`src/include/wsd_pkg.sv`:
```
// Package with the register map, field positions and carriers of the wake and serial direction bank.
package wsd_pkg;

    // Register offsets on the runtime register port.
    localparam logic [7:0] OFF_WAKE_ENABLE_SIX   = 8'h0B;
    localparam logic [7:0] OFF_WAKE_STATUS_SEVEN = 8'h0C;
    localparam logic [7:0] OFF_WAKE_ENABLE_SEVEN = 8'h10;
    localparam logic [7:0] OFF_SERIAL_DIR_OPT    = 8'h12;
    localparam logic [7:0] OFF_RSVD_AFTER_OPT    = 8'h13;
    localparam logic [7:0] OFF_WAKE_STATUS       = 8'h20;
    localparam logic [7:0] OFF_WAKE_IRQ_MASK     = 8'h21;
    localparam logic [7:0] OFF_WAKE_CONTROL      = 8'h22;

    // Reset values.
    localparam logic [7:0] RST_WAKE_ENABLE_SIX   = 8'h00;
    localparam logic [7:0] RST_WAKE_ENABLE_SEVEN = 8'h00;
    localparam logic [7:0] RST_SERIAL_DIR_OPT    = 8'h44;
    localparam logic [7:0] RST_RSVD_AFTER_OPT    = 8'h44;
    localparam logic [7:0] RST_WAKE_STATUS       = 8'h00;
    localparam logic [7:0] RST_WAKE_IRQ_MASK     = 8'h00;
    localparam logic       RST_GLOBAL_WAKE_EN    = 1'b0;

    // Wake source positions in the enable, status and mask registers.
    localparam int BIT_BATTERY_LOW_SOURCE      = 0;
    localparam int BIT_GENERAL_INPUT_SIX_ZERO  = 2;
    localparam int BIT_GENERAL_INPUT_SIX_ONE   = 3;
    localparam int BIT_POWER_BUTTON_WAKE_EN    = 6;
    localparam int BIT_POWER_FAIL_RECOVERY_EN  = 7;
    localparam logic [7:0] WAKE_SOURCE_MASK    = 8'hCD;

    // Global wake enable position in the control register.
    localparam int BIT_GLOBAL_WAKE_ENABLE      = 0;

    // Serial direction option fields; port n uses base n times the stride.
    localparam int OPT_PORT_STRIDE             = 4;
    localparam int OPT_AUTO_DIRECTION_CONTROL  = 0;
    localparam int OPT_LINE_SELECT             = 1;
    localparam int OPT_POLARITY                = 2;
    localparam logic [7:0] SERIAL_OPT_MASK     = 8'h77;

    // Register port request carrier.
    typedef struct packed {
        logic [7:0] addr;
        logic [7:0] wdata;
        logic       wr;
        logic       rd;
    } wsd_bus_req_t;

    // Modem control lines of one serial port, both active low.
    typedef struct packed {
        logic request_to_send_line_n;
        logic terminal_ready_line_n;
    } wsd_modem_lines_t;

endpackage

```
`src/design/wsd_regs.sv`:
```
// Wake enable registers and serial automatic direction control registers with a wake interrupt.
`timescale 1ns/1ps

// Function
// - Drive wake request low when source enabled, event pending and global enable set.
// - A disabled source still sets its status bit but never drives wake request.
// - Enable six bits: 0 battery low, 2-3 general inputs, 6 button, 7 recovery.
// - Enable six bits 0-6 clear only on standby reset; other resets leave them alone.
// - Recovery enable bit 7 lives on battery power, reset only by battery reset.
// - Enable seven is all reserved and resets to zero on battery reset.
// - Option bit 0 and bit 4 switch automatic direction control per port.
// - Line select 1 picks request-to-send, 0 picks terminal-ready, bits 1 and 5.
// - Polarity bits 2 and 6: 0 drives low when enabled, 1 drives high.
// - Global enable gates all sources at wake request but not at the interrupt; status records events regardless of enables.
module wsd_regs #(
    parameter int NUM_PORTS = 2
) (
    input  wire logic                                REF_CLK,
    input  wire logic                                RST_N,
    input  wire logic                                BAT_RST_N,
    input  wire wsd_pkg::wsd_bus_req_t               BUS_REQ,
    output logic [7:0]                               BUS_RDATA,
    input  wire logic [7:0]                          WAKE_EVENT,
    output logic                                     WAKE_REQUEST_OUT_N,
    output logic                                     IRQ,
    input  wire logic [NUM_PORTS-1:0]                TX_BUSY,
    input  wire wsd_pkg::wsd_modem_lines_t [NUM_PORTS-1:0] MODEM_IN,
    output wsd_pkg::wsd_modem_lines_t [NUM_PORTS-1:0]      MODEM_OUT
);

    logic [7:0] enable_six_q;
    logic       recovery_enable_q;
    logic [7:0] enable_seven_q;
    logic [7:0] serial_opt_q;
    logic [7:0] rsvd_after_q;
    logic [7:0] status_q;
    logic [7:0] status_d;
    logic [7:0] irq_mask_q;
    logic       global_wake_enable_q;
    logic [7:0] rdata_q;
    logic [7:0] rdata_d;
    logic       wake_request_n_q;
    logic       wake_request_n_d;
    logic [7:0] enable_six_view;
    logic       wr_hit_en6;
    logic       wr_hit_en7;
    logic       wr_hit_opt;
    logic       wr_hit_rsvd;
    logic       wr_hit_mask;
    logic       wr_hit_ctrl;
    logic       rd_hit_status;

    // Address decode of single-cycle write and read strobes.
    assign wr_hit_en6    = BUS_REQ.wr && (BUS_REQ.addr == wsd_pkg::OFF_WAKE_ENABLE_SIX);
    assign wr_hit_en7    = BUS_REQ.wr && (BUS_REQ.addr == wsd_pkg::OFF_WAKE_ENABLE_SEVEN);
    assign wr_hit_opt    = BUS_REQ.wr && (BUS_REQ.addr == wsd_pkg::OFF_SERIAL_DIR_OPT);
    assign wr_hit_rsvd   = BUS_REQ.wr && (BUS_REQ.addr == wsd_pkg::OFF_RSVD_AFTER_OPT);
    assign wr_hit_mask   = BUS_REQ.wr && (BUS_REQ.addr == wsd_pkg::OFF_WAKE_IRQ_MASK);
    assign wr_hit_ctrl   = BUS_REQ.wr && (BUS_REQ.addr == wsd_pkg::OFF_WAKE_CONTROL);
    assign rd_hit_status = BUS_REQ.rd && (BUS_REQ.addr == wsd_pkg::OFF_WAKE_STATUS);

    // Standby-domain part of wake enable six; only the standby reset clears it,
    // so main-power, software and host bus resets never reach this flop.
    always_ff @(posedge REF_CLK) begin
        if (!RST_N) begin
            enable_six_q <= wsd_pkg::RST_WAKE_ENABLE_SIX;
        end else if (wr_hit_en6) begin
            enable_six_q <= BUS_REQ.wdata & wsd_pkg::WAKE_SOURCE_MASK;
        end
    end

    // Recovery enable sits in the battery domain and survives a standby reset.
    always_ff @(posedge REF_CLK) begin
        if (!BAT_RST_N) begin
            recovery_enable_q <= wsd_pkg::RST_WAKE_ENABLE_SIX[wsd_pkg::BIT_POWER_FAIL_RECOVERY_EN];
        end else if (wr_hit_en6) begin
            recovery_enable_q <= BUS_REQ.wdata[wsd_pkg::BIT_POWER_FAIL_RECOVERY_EN];
        end
    end

    // Reserved wake enable seven keeps its written value, cleared by battery reset only.
    always_ff @(posedge REF_CLK) begin
        if (!BAT_RST_N) begin
            enable_seven_q <= wsd_pkg::RST_WAKE_ENABLE_SEVEN;
        end else if (wr_hit_en7) begin
            enable_seven_q <= BUS_REQ.wdata;
        end
    end

    // Merge the two power domains into the register view; reserved bits read zero.
    always_comb begin
        enable_six_view = enable_six_q & wsd_pkg::WAKE_SOURCE_MASK;
        enable_six_view[wsd_pkg::BIT_POWER_FAIL_RECOVERY_EN] = recovery_enable_q;
    end

    // Serial direction options; reserved bits 3 and 7 are not stored.
    always_ff @(posedge REF_CLK) begin
        if (!RST_N) begin
            serial_opt_q <= wsd_pkg::RST_SERIAL_DIR_OPT;
        end else if (wr_hit_opt) begin
            serial_opt_q <= BUS_REQ.wdata & wsd_pkg::SERIAL_OPT_MASK;
        end
    end

    // Reserved register after the options keeps whatever software writes.
    always_ff @(posedge REF_CLK) begin
        if (!RST_N) begin
            rsvd_after_q <= wsd_pkg::RST_RSVD_AFTER_OPT;
        end else if (wr_hit_rsvd) begin
            rsvd_after_q <= BUS_REQ.wdata;
        end
    end

    // Interrupt mask and global wake enable.
    always_ff @(posedge REF_CLK) begin
        if (!RST_N) begin
            irq_mask_q           <= wsd_pkg::RST_WAKE_IRQ_MASK;
            global_wake_enable_q <= wsd_pkg::RST_GLOBAL_WAKE_EN;
        end else begin
            if (wr_hit_mask) begin
                irq_mask_q <= BUS_REQ.wdata & wsd_pkg::WAKE_SOURCE_MASK;
            end
            if (wr_hit_ctrl) begin
                global_wake_enable_q <= BUS_REQ.wdata[wsd_pkg::BIT_GLOBAL_WAKE_ENABLE];
            end
        end
    end

    // Sticky wake status: events set bits whatever the enables, a read clears them,
    // and an event landing in the clearing cycle wins so it is never lost.
    always_comb begin
        status_d = status_q;
        if (rd_hit_status) begin
            status_d = 8'h00;
        end
        status_d = status_d | (WAKE_EVENT & wsd_pkg::WAKE_SOURCE_MASK);
    end

    always_ff @(posedge REF_CLK) begin
        if (!RST_N) begin
            status_q <= wsd_pkg::RST_WAKE_STATUS;
        end else begin
            status_q <= status_d;
        end
    end

    // Wake request follows the status gated per source and by the global enable;
    // registered so the pin never glitches while the status and enables settle.
    always_comb begin
        wake_request_n_d = 1'b1;
        if (global_wake_enable_q && |(status_q & enable_six_view)) begin
            wake_request_n_d = 1'b0;
        end
    end

    always_ff @(posedge REF_CLK) begin
        if (!RST_N) begin
            wake_request_n_q <= 1'b1;
        end else begin
            wake_request_n_q <= wake_request_n_d;
        end
    end

    assign WAKE_REQUEST_OUT_N = wake_request_n_q;

    // Level interrupt while any unmasked status bit stands.
    assign IRQ = |(status_q & irq_mask_q);

    // Read data mux; unmapped addresses and reserved status seven read zero.
    always_comb begin
        rdata_d = 8'h00;
        if (BUS_REQ.addr == wsd_pkg::OFF_WAKE_ENABLE_SIX) begin
            rdata_d = enable_six_view;
        end else if (BUS_REQ.addr == wsd_pkg::OFF_WAKE_STATUS_SEVEN) begin
            rdata_d = 8'h00;
        end else if (BUS_REQ.addr == wsd_pkg::OFF_WAKE_ENABLE_SEVEN) begin
            rdata_d = enable_seven_q;
        end else if (BUS_REQ.addr == wsd_pkg::OFF_SERIAL_DIR_OPT) begin
            rdata_d = serial_opt_q;
        end else if (BUS_REQ.addr == wsd_pkg::OFF_RSVD_AFTER_OPT) begin
            rdata_d = rsvd_after_q;
        end else if (BUS_REQ.addr == wsd_pkg::OFF_WAKE_STATUS) begin
            rdata_d = status_q;
        end else if (BUS_REQ.addr == wsd_pkg::OFF_WAKE_IRQ_MASK) begin
            rdata_d = irq_mask_q;
        end else if (BUS_REQ.addr == wsd_pkg::OFF_WAKE_CONTROL) begin
            rdata_d = {7'h00, global_wake_enable_q};
        end
    end

    // Read data stands only in the cycle after the read strobe, zero otherwise.
    always_ff @(posedge REF_CLK) begin
        if (!RST_N) begin
            rdata_q <= 8'h00;
        end else if (BUS_REQ.rd) begin
            rdata_q <= rdata_d;
        end else begin
            rdata_q <= 8'h00;
        end
    end

    assign BUS_RDATA = rdata_q;

    // Per-port direction control. The transmitter reports busy from its first
    // start bit until the last stop bit has shifted out, so the line holds the
    // enabled level for the whole frame train; unselected lines pass through.
    for (genvar p = 0; p < NUM_PORTS; p++) begin : g_port
        localparam int BASE = p * wsd_pkg::OPT_PORT_STRIDE;
        logic auto_on;
        logic sel_rts;
        logic drive_high;
        logic dir_level;
        wsd_pkg::wsd_modem_lines_t lines_d;
        wsd_pkg::wsd_modem_lines_t lines_q;

        assign auto_on    = serial_opt_q[BASE + wsd_pkg::OPT_AUTO_DIRECTION_CONTROL];
        assign sel_rts    = serial_opt_q[BASE + wsd_pkg::OPT_LINE_SELECT];
        assign drive_high = serial_opt_q[BASE + wsd_pkg::OPT_POLARITY];
        // Enabled level while sending, the opposite level while idle.
        assign dir_level  = TX_BUSY[p] ? drive_high : !drive_high;

        always_comb begin
            lines_d = MODEM_IN[p];
            if (auto_on) begin
                if (sel_rts) begin
                    lines_d.request_to_send_line_n = dir_level;
                end else begin
                    lines_d.terminal_ready_line_n = dir_level;
                end
            end
        end

        // Modem lines idle high (inactive) through reset.
        always_ff @(posedge REF_CLK) begin
            if (!RST_N) begin
                lines_q <= '{request_to_send_line_n: 1'b1, terminal_ready_line_n: 1'b1};
            end else begin
                lines_q <= lines_d;
            end
        end

        assign MODEM_OUT[p] = lines_q;
    end

endmodule

```
`config.mk`:
```
export PLATFORM = sky130hd
export DESIGN_NAME = wsd_regs
export DESIGN_NICKNAME = d
export VERILOG_FILES = /design/src/include/wsd_pkg.sv /design/src/design/wsd_regs.sv
export SDC_FILE = /design/constraint.sdc
export NUM_CORES = 1
export LEC_CHECK = 0
export ABC_AREA = 1
export BUFFER_PORTS_ARGS = -buffer_cell sky130_fd_sc_hd__buf_2
export CAP_MARGIN = 30
export CORE_ASPECT_RATIO = 1.25
export CORE_MARGIN = 1
export CORE_UTILIZATION = 57
export DETAILED_ROUTE_END_ITERATION = 8
export GPL_ROUTABILITY_DRIVEN = 0
export PLACE_DENSITY_LB_ADDON = 0.12
export SKIP_LAST_GASP = 1
export SYNTH_ARGS = -nofsm -noshare
export SYNTH_HDL_FRONTEND = slang
export SYNTH_SLANG_ARGS = --single-unit
```
`constraint.sdc`:
```
create_clock -name REF_CLK -period 3.1 [get_ports REF_CLK]
set_clock_uncertainty 0.2 [all_clocks]
set_input_delay 0.93 -clock REF_CLK [delete_from_list [all_inputs] [get_ports REF_CLK]]
set_output_delay 0.93 -clock REF_CLK [all_outputs]
set_load 0.01 [all_outputs]
```
==> qor.json <==
{
  "grt_remaining_overflow": 0,
  "total_clock_buffers_created_by_cts": 5,
  "switching_share": 0.222,
  "clock_latency_ps": 300,
  "detail-route-antenna-nets": 0,
  "synth_fa_ha_area_frac": 0,
  "count_of_final_setup_violators": 0,
  "finalWorstPathRequiredPeriod_ps": 2340,
  "clkSlewWorstSetupHoldPaths_ps": 80,
  "drcViolationCount": 0,
  "tightest_slew_ps": 459,
  "die_area_um2": 4220,
  "antennaDiodeCount": 0,
  "cts_root_buffer": "sky130_fd_sc_hd__clkbuf_8",
  "cts_resized": 0,
  "synth_largest_area_cell": "sky130_fd_sc_hd__dfxtp_1",
  "hold_class": "flip-flop to flip-flop",
  "final_util": 0.700,
  "half_perimeter_wire_length_after_detailed_placement_mm": 3.92,
  "io_pins": 49,
  "die_w_um": 58.3,
  "rrSetupSlack_ps": 1970,
  "first_iter_violations": 120,
  "layout-drive-gt1-share": 0.231,
  "synth_compound_area_frac": 0.188,
  "syn-mean-instance-area_um2": 7.51,
  "rsz0062_at_grt": "no",
  "postSynth.topFlopCell": "sky130_fd_sc_hd__dfxtp_1",
  "first_global_vias": 1819,
  "coreArea_um2": 3780,
  "fillerInstances": 358,
  "vdd_ir_drop_max_mv": 0.354,
  "min_period_over_period": 0.756,
  "area_growth_syn_to_layout_pct": 17.3,
  "power.sequential.fraction": 0.558,
  "layout.cell_area.non_filler_um2": 2650,
  "xor_xnor_portion_of_the_synthesized_cell_area": 0.00775,
  "drtPass1Iterations": 5,
  "clock_power_share": 0.368,
  "cts_tree": "built",
  "tritoncts_num_sinks": 51,
  "combinational_family_with_the_most_area_after_synthesis": "simple AND/OR/NAND/NOR gates",
  "floorplan.initialDensity": 0.597,
  "start_kind": "flip-flop",
  "drv.max_cap_violation_count": 0,
  "final_nets": 386,
  "timing.critical_path.required_ps": 1970,
  "power.share.combinational": 0.073,
  "postSynth.asyncResetShare": 0,
  "placement.io_buffers": 45,
  "data_arrival_at_the_endpoint_of_the_critical_path_ps": 1210,
  "yosys_register_bits": 51,
  "power_leakage_nw": 1.25,
  "wl_per_cell_um": 12.7,
  "path_max_fanout": 3,
  "relSlewSlack": 0.694,
  "pwr_per_cell_area_nw_per_um2": 452,
  "grt_pass1_wl_mm": 8.42,
  "num_rows": 25,
  "post_synth_main_area_contributors": "sky130_fd_sc_hd__dfxtp_1, sky130_fd_sc_hd__nand2_1, sky130_fd_sc_hd__nor2_1",
  "int_power_uw": 932,
  "grt_max_degree": 16,
  "syn-num-nets": 336,
  "cts_buffer_depth": 2,
  "cts.htree.levels": 2,
  "setup.worst_path.class": "flip-flop to output port",
  "maxClockFrequency_mhz": 427,
  "p_switching_uw": 266,
  "grt_antenna_before_repair": 0,
  "netlist-cell-type-count": 31,
  "hold_depth": 2,
  "hold_violations": 0,
  "synthesized_cell_area_um2": 2260,
  "report.final.slew_viol_count": 0,
  "final.hold.worst_slack_ps": 255,
  "muxShareOfSynthArea": 0,
  "post_cts_setup_buffers": 0,
  "outcome": "completed",
  "netlist_top_cells_count": "sky130_fd_sc_hd__dfxtp_1, sky130_fd_sc_hd__nand2_1, sky130_fd_sc_hd__nor2_1",
  "synthDominantCellAreaShare": 0.452,
  "hold_buffer_count_at_cts": 0,
  "die_height_um": 72.4,
  "synth-simple-area-share": 0.284,
  "synth_edf_count": 0,
  "detailed_place.area_um2": 2550,
  "finalSetupTns_ps": 0,
  "sequential_share_of_the_synthesized_area": 0.452,
  "totalWireLength_mm": 5.14,
  "grt_use_total": 0.267,
  "synth_warnings": 0,
  "vias_per_cell": 5.24,
  "crit_path_end_kind": "output port",
  "vias": 2121,
  "worstRegToRegCells": 6,
  "synthCells": 301
}
logic make-up (layout without fill, tap and decap cells):
logic type / Yosys count / after routing
DFF: 51 / 51
and+or+nand+nor: 129 / 129
xor gates and xnor gates: 2 / 2
AOI/OAI and AO/OA: 78 / 78
buffers and inverters: 41 / 91
flip-flops by register name, indices dropped and copies added, names as in the netlist:
name	flops
enable_six_q	4
MODEM_OUT	4
BUS_RDATA	8
status_q	5
enable_seven_q	8
rsvd_after_q	8
global_wake_enable_q	1
irq_mask_q	5
recovery_enable_q	1
WAKE_REQUEST_OUT_N	1
serial_opt_q	6
metrics by stage:
| step | cells | power, mW | setup WS, ps |
|---|---|---|---|
| 2_1_floorplan | 301 | 0.729 | 1080 |
| 3_3_place_gp | 398 | 0.770 | 764 |
| 3_5_place_dp | 398 | 0.772 | 787 |
| 4_1_cts | 405 | 1.20 | 752 |
| 5_1_grt | 405 | 1.25 | 641 |
| 6_report | 405 | 1.20 | 757 |
placed cells by master, fill, tap and decap left out, types with 4 or more instances in the layout:
cell type / Yosys / final
sky130_fd_sc_hd__buf_2: 1 / 45
sky130_fd_sc_hd__nor3_1: 4 / 4
sky130_fd_sc_hd__o21ai_1: 27 / 27
sky130_fd_sc_hd__dfxtp_1: 51 / 51
sky130_fd_sc_hd__nand2_1: 51 / 51
sky130_fd_sc_hd__a21oi_1: 28 / 28
sky130_fd_sc_hd__o211ai_1: 4 / 4
sky130_fd_sc_hd__nor2_1: 38 / 38
sky130_fd_sc_hd__nand3_1: 17 / 17
sky130_fd_sc_hd__clkbuf_8: 0 / 5
sky130_fd_sc_hd__inv_2: 12 / 12
sky130_fd_sc_hd__nand2_4: 4 / 4
sky130_fd_sc_hd__o21ai_0: 12 / 12
sky130_fd_sc_hd__inv_1: 26 / 26
critical path, cell delays in order (launching register included):
cell,delay (ps)
sky130_fd_sc_hd__dfxtp_1,360
sky130_fd_sc_hd__inv_1,70
sky130_fd_sc_hd__o21ai_0,160
sky130_fd_sc_hd__a21oi_1,70
sky130_fd_sc_hd__o211ai_1,90
sky130_fd_sc_hd__buf_2,160
path summary, 6_finish.rpt:
check,startpoint,endpoint
worst max-delay path,status_q[2],IRQ
worst min-delay path,enable_seven_q[0],enable_seven_q[0]
worst max register to register,status_q[0],BUS_RDATA[0]
worst min register to register,enable_seven_q[0],enable_seven_q[0]
power groups by stage:
stage          Clock (mW)  Sequential (mW)  Combinational (mW)
6_report            0.441            0.669              0.0879
3_3_place_gp            0            0.684              0.0860
3_5_place_dp            0            0.684              0.0876
5_1_grt             0.478            0.670              0.0970
4_1_cts             0.446            0.669              0.0882
2_1_floorplan           0            0.684              0.0446
area by class of cell:
class | instances | area (um2) | area share
clock buffer | 6 | 72.6 | 0.0274
clock inverter | 1 | 30.0 | 0.0113
inverter | 38 | 143 | 0.0538
multi-input combinational | 209 | 1080 | 0.409
sequential | 51 | 1020 | 0.385
tap | 54 | 67.6 | 0.0255
timing repair buffer | 46 | 233 | 0.0878
routing by layer:
layer	part of all wire	global-route usage	routed length [um]
met5	0	0	0
met4	0.012	0.0794	64
met3	0.051	0.0535	261
met2	0.51	0.473	2640
met1	0.42	0.322	2180
Note: power is estimated with default switching activity, not from simulation.
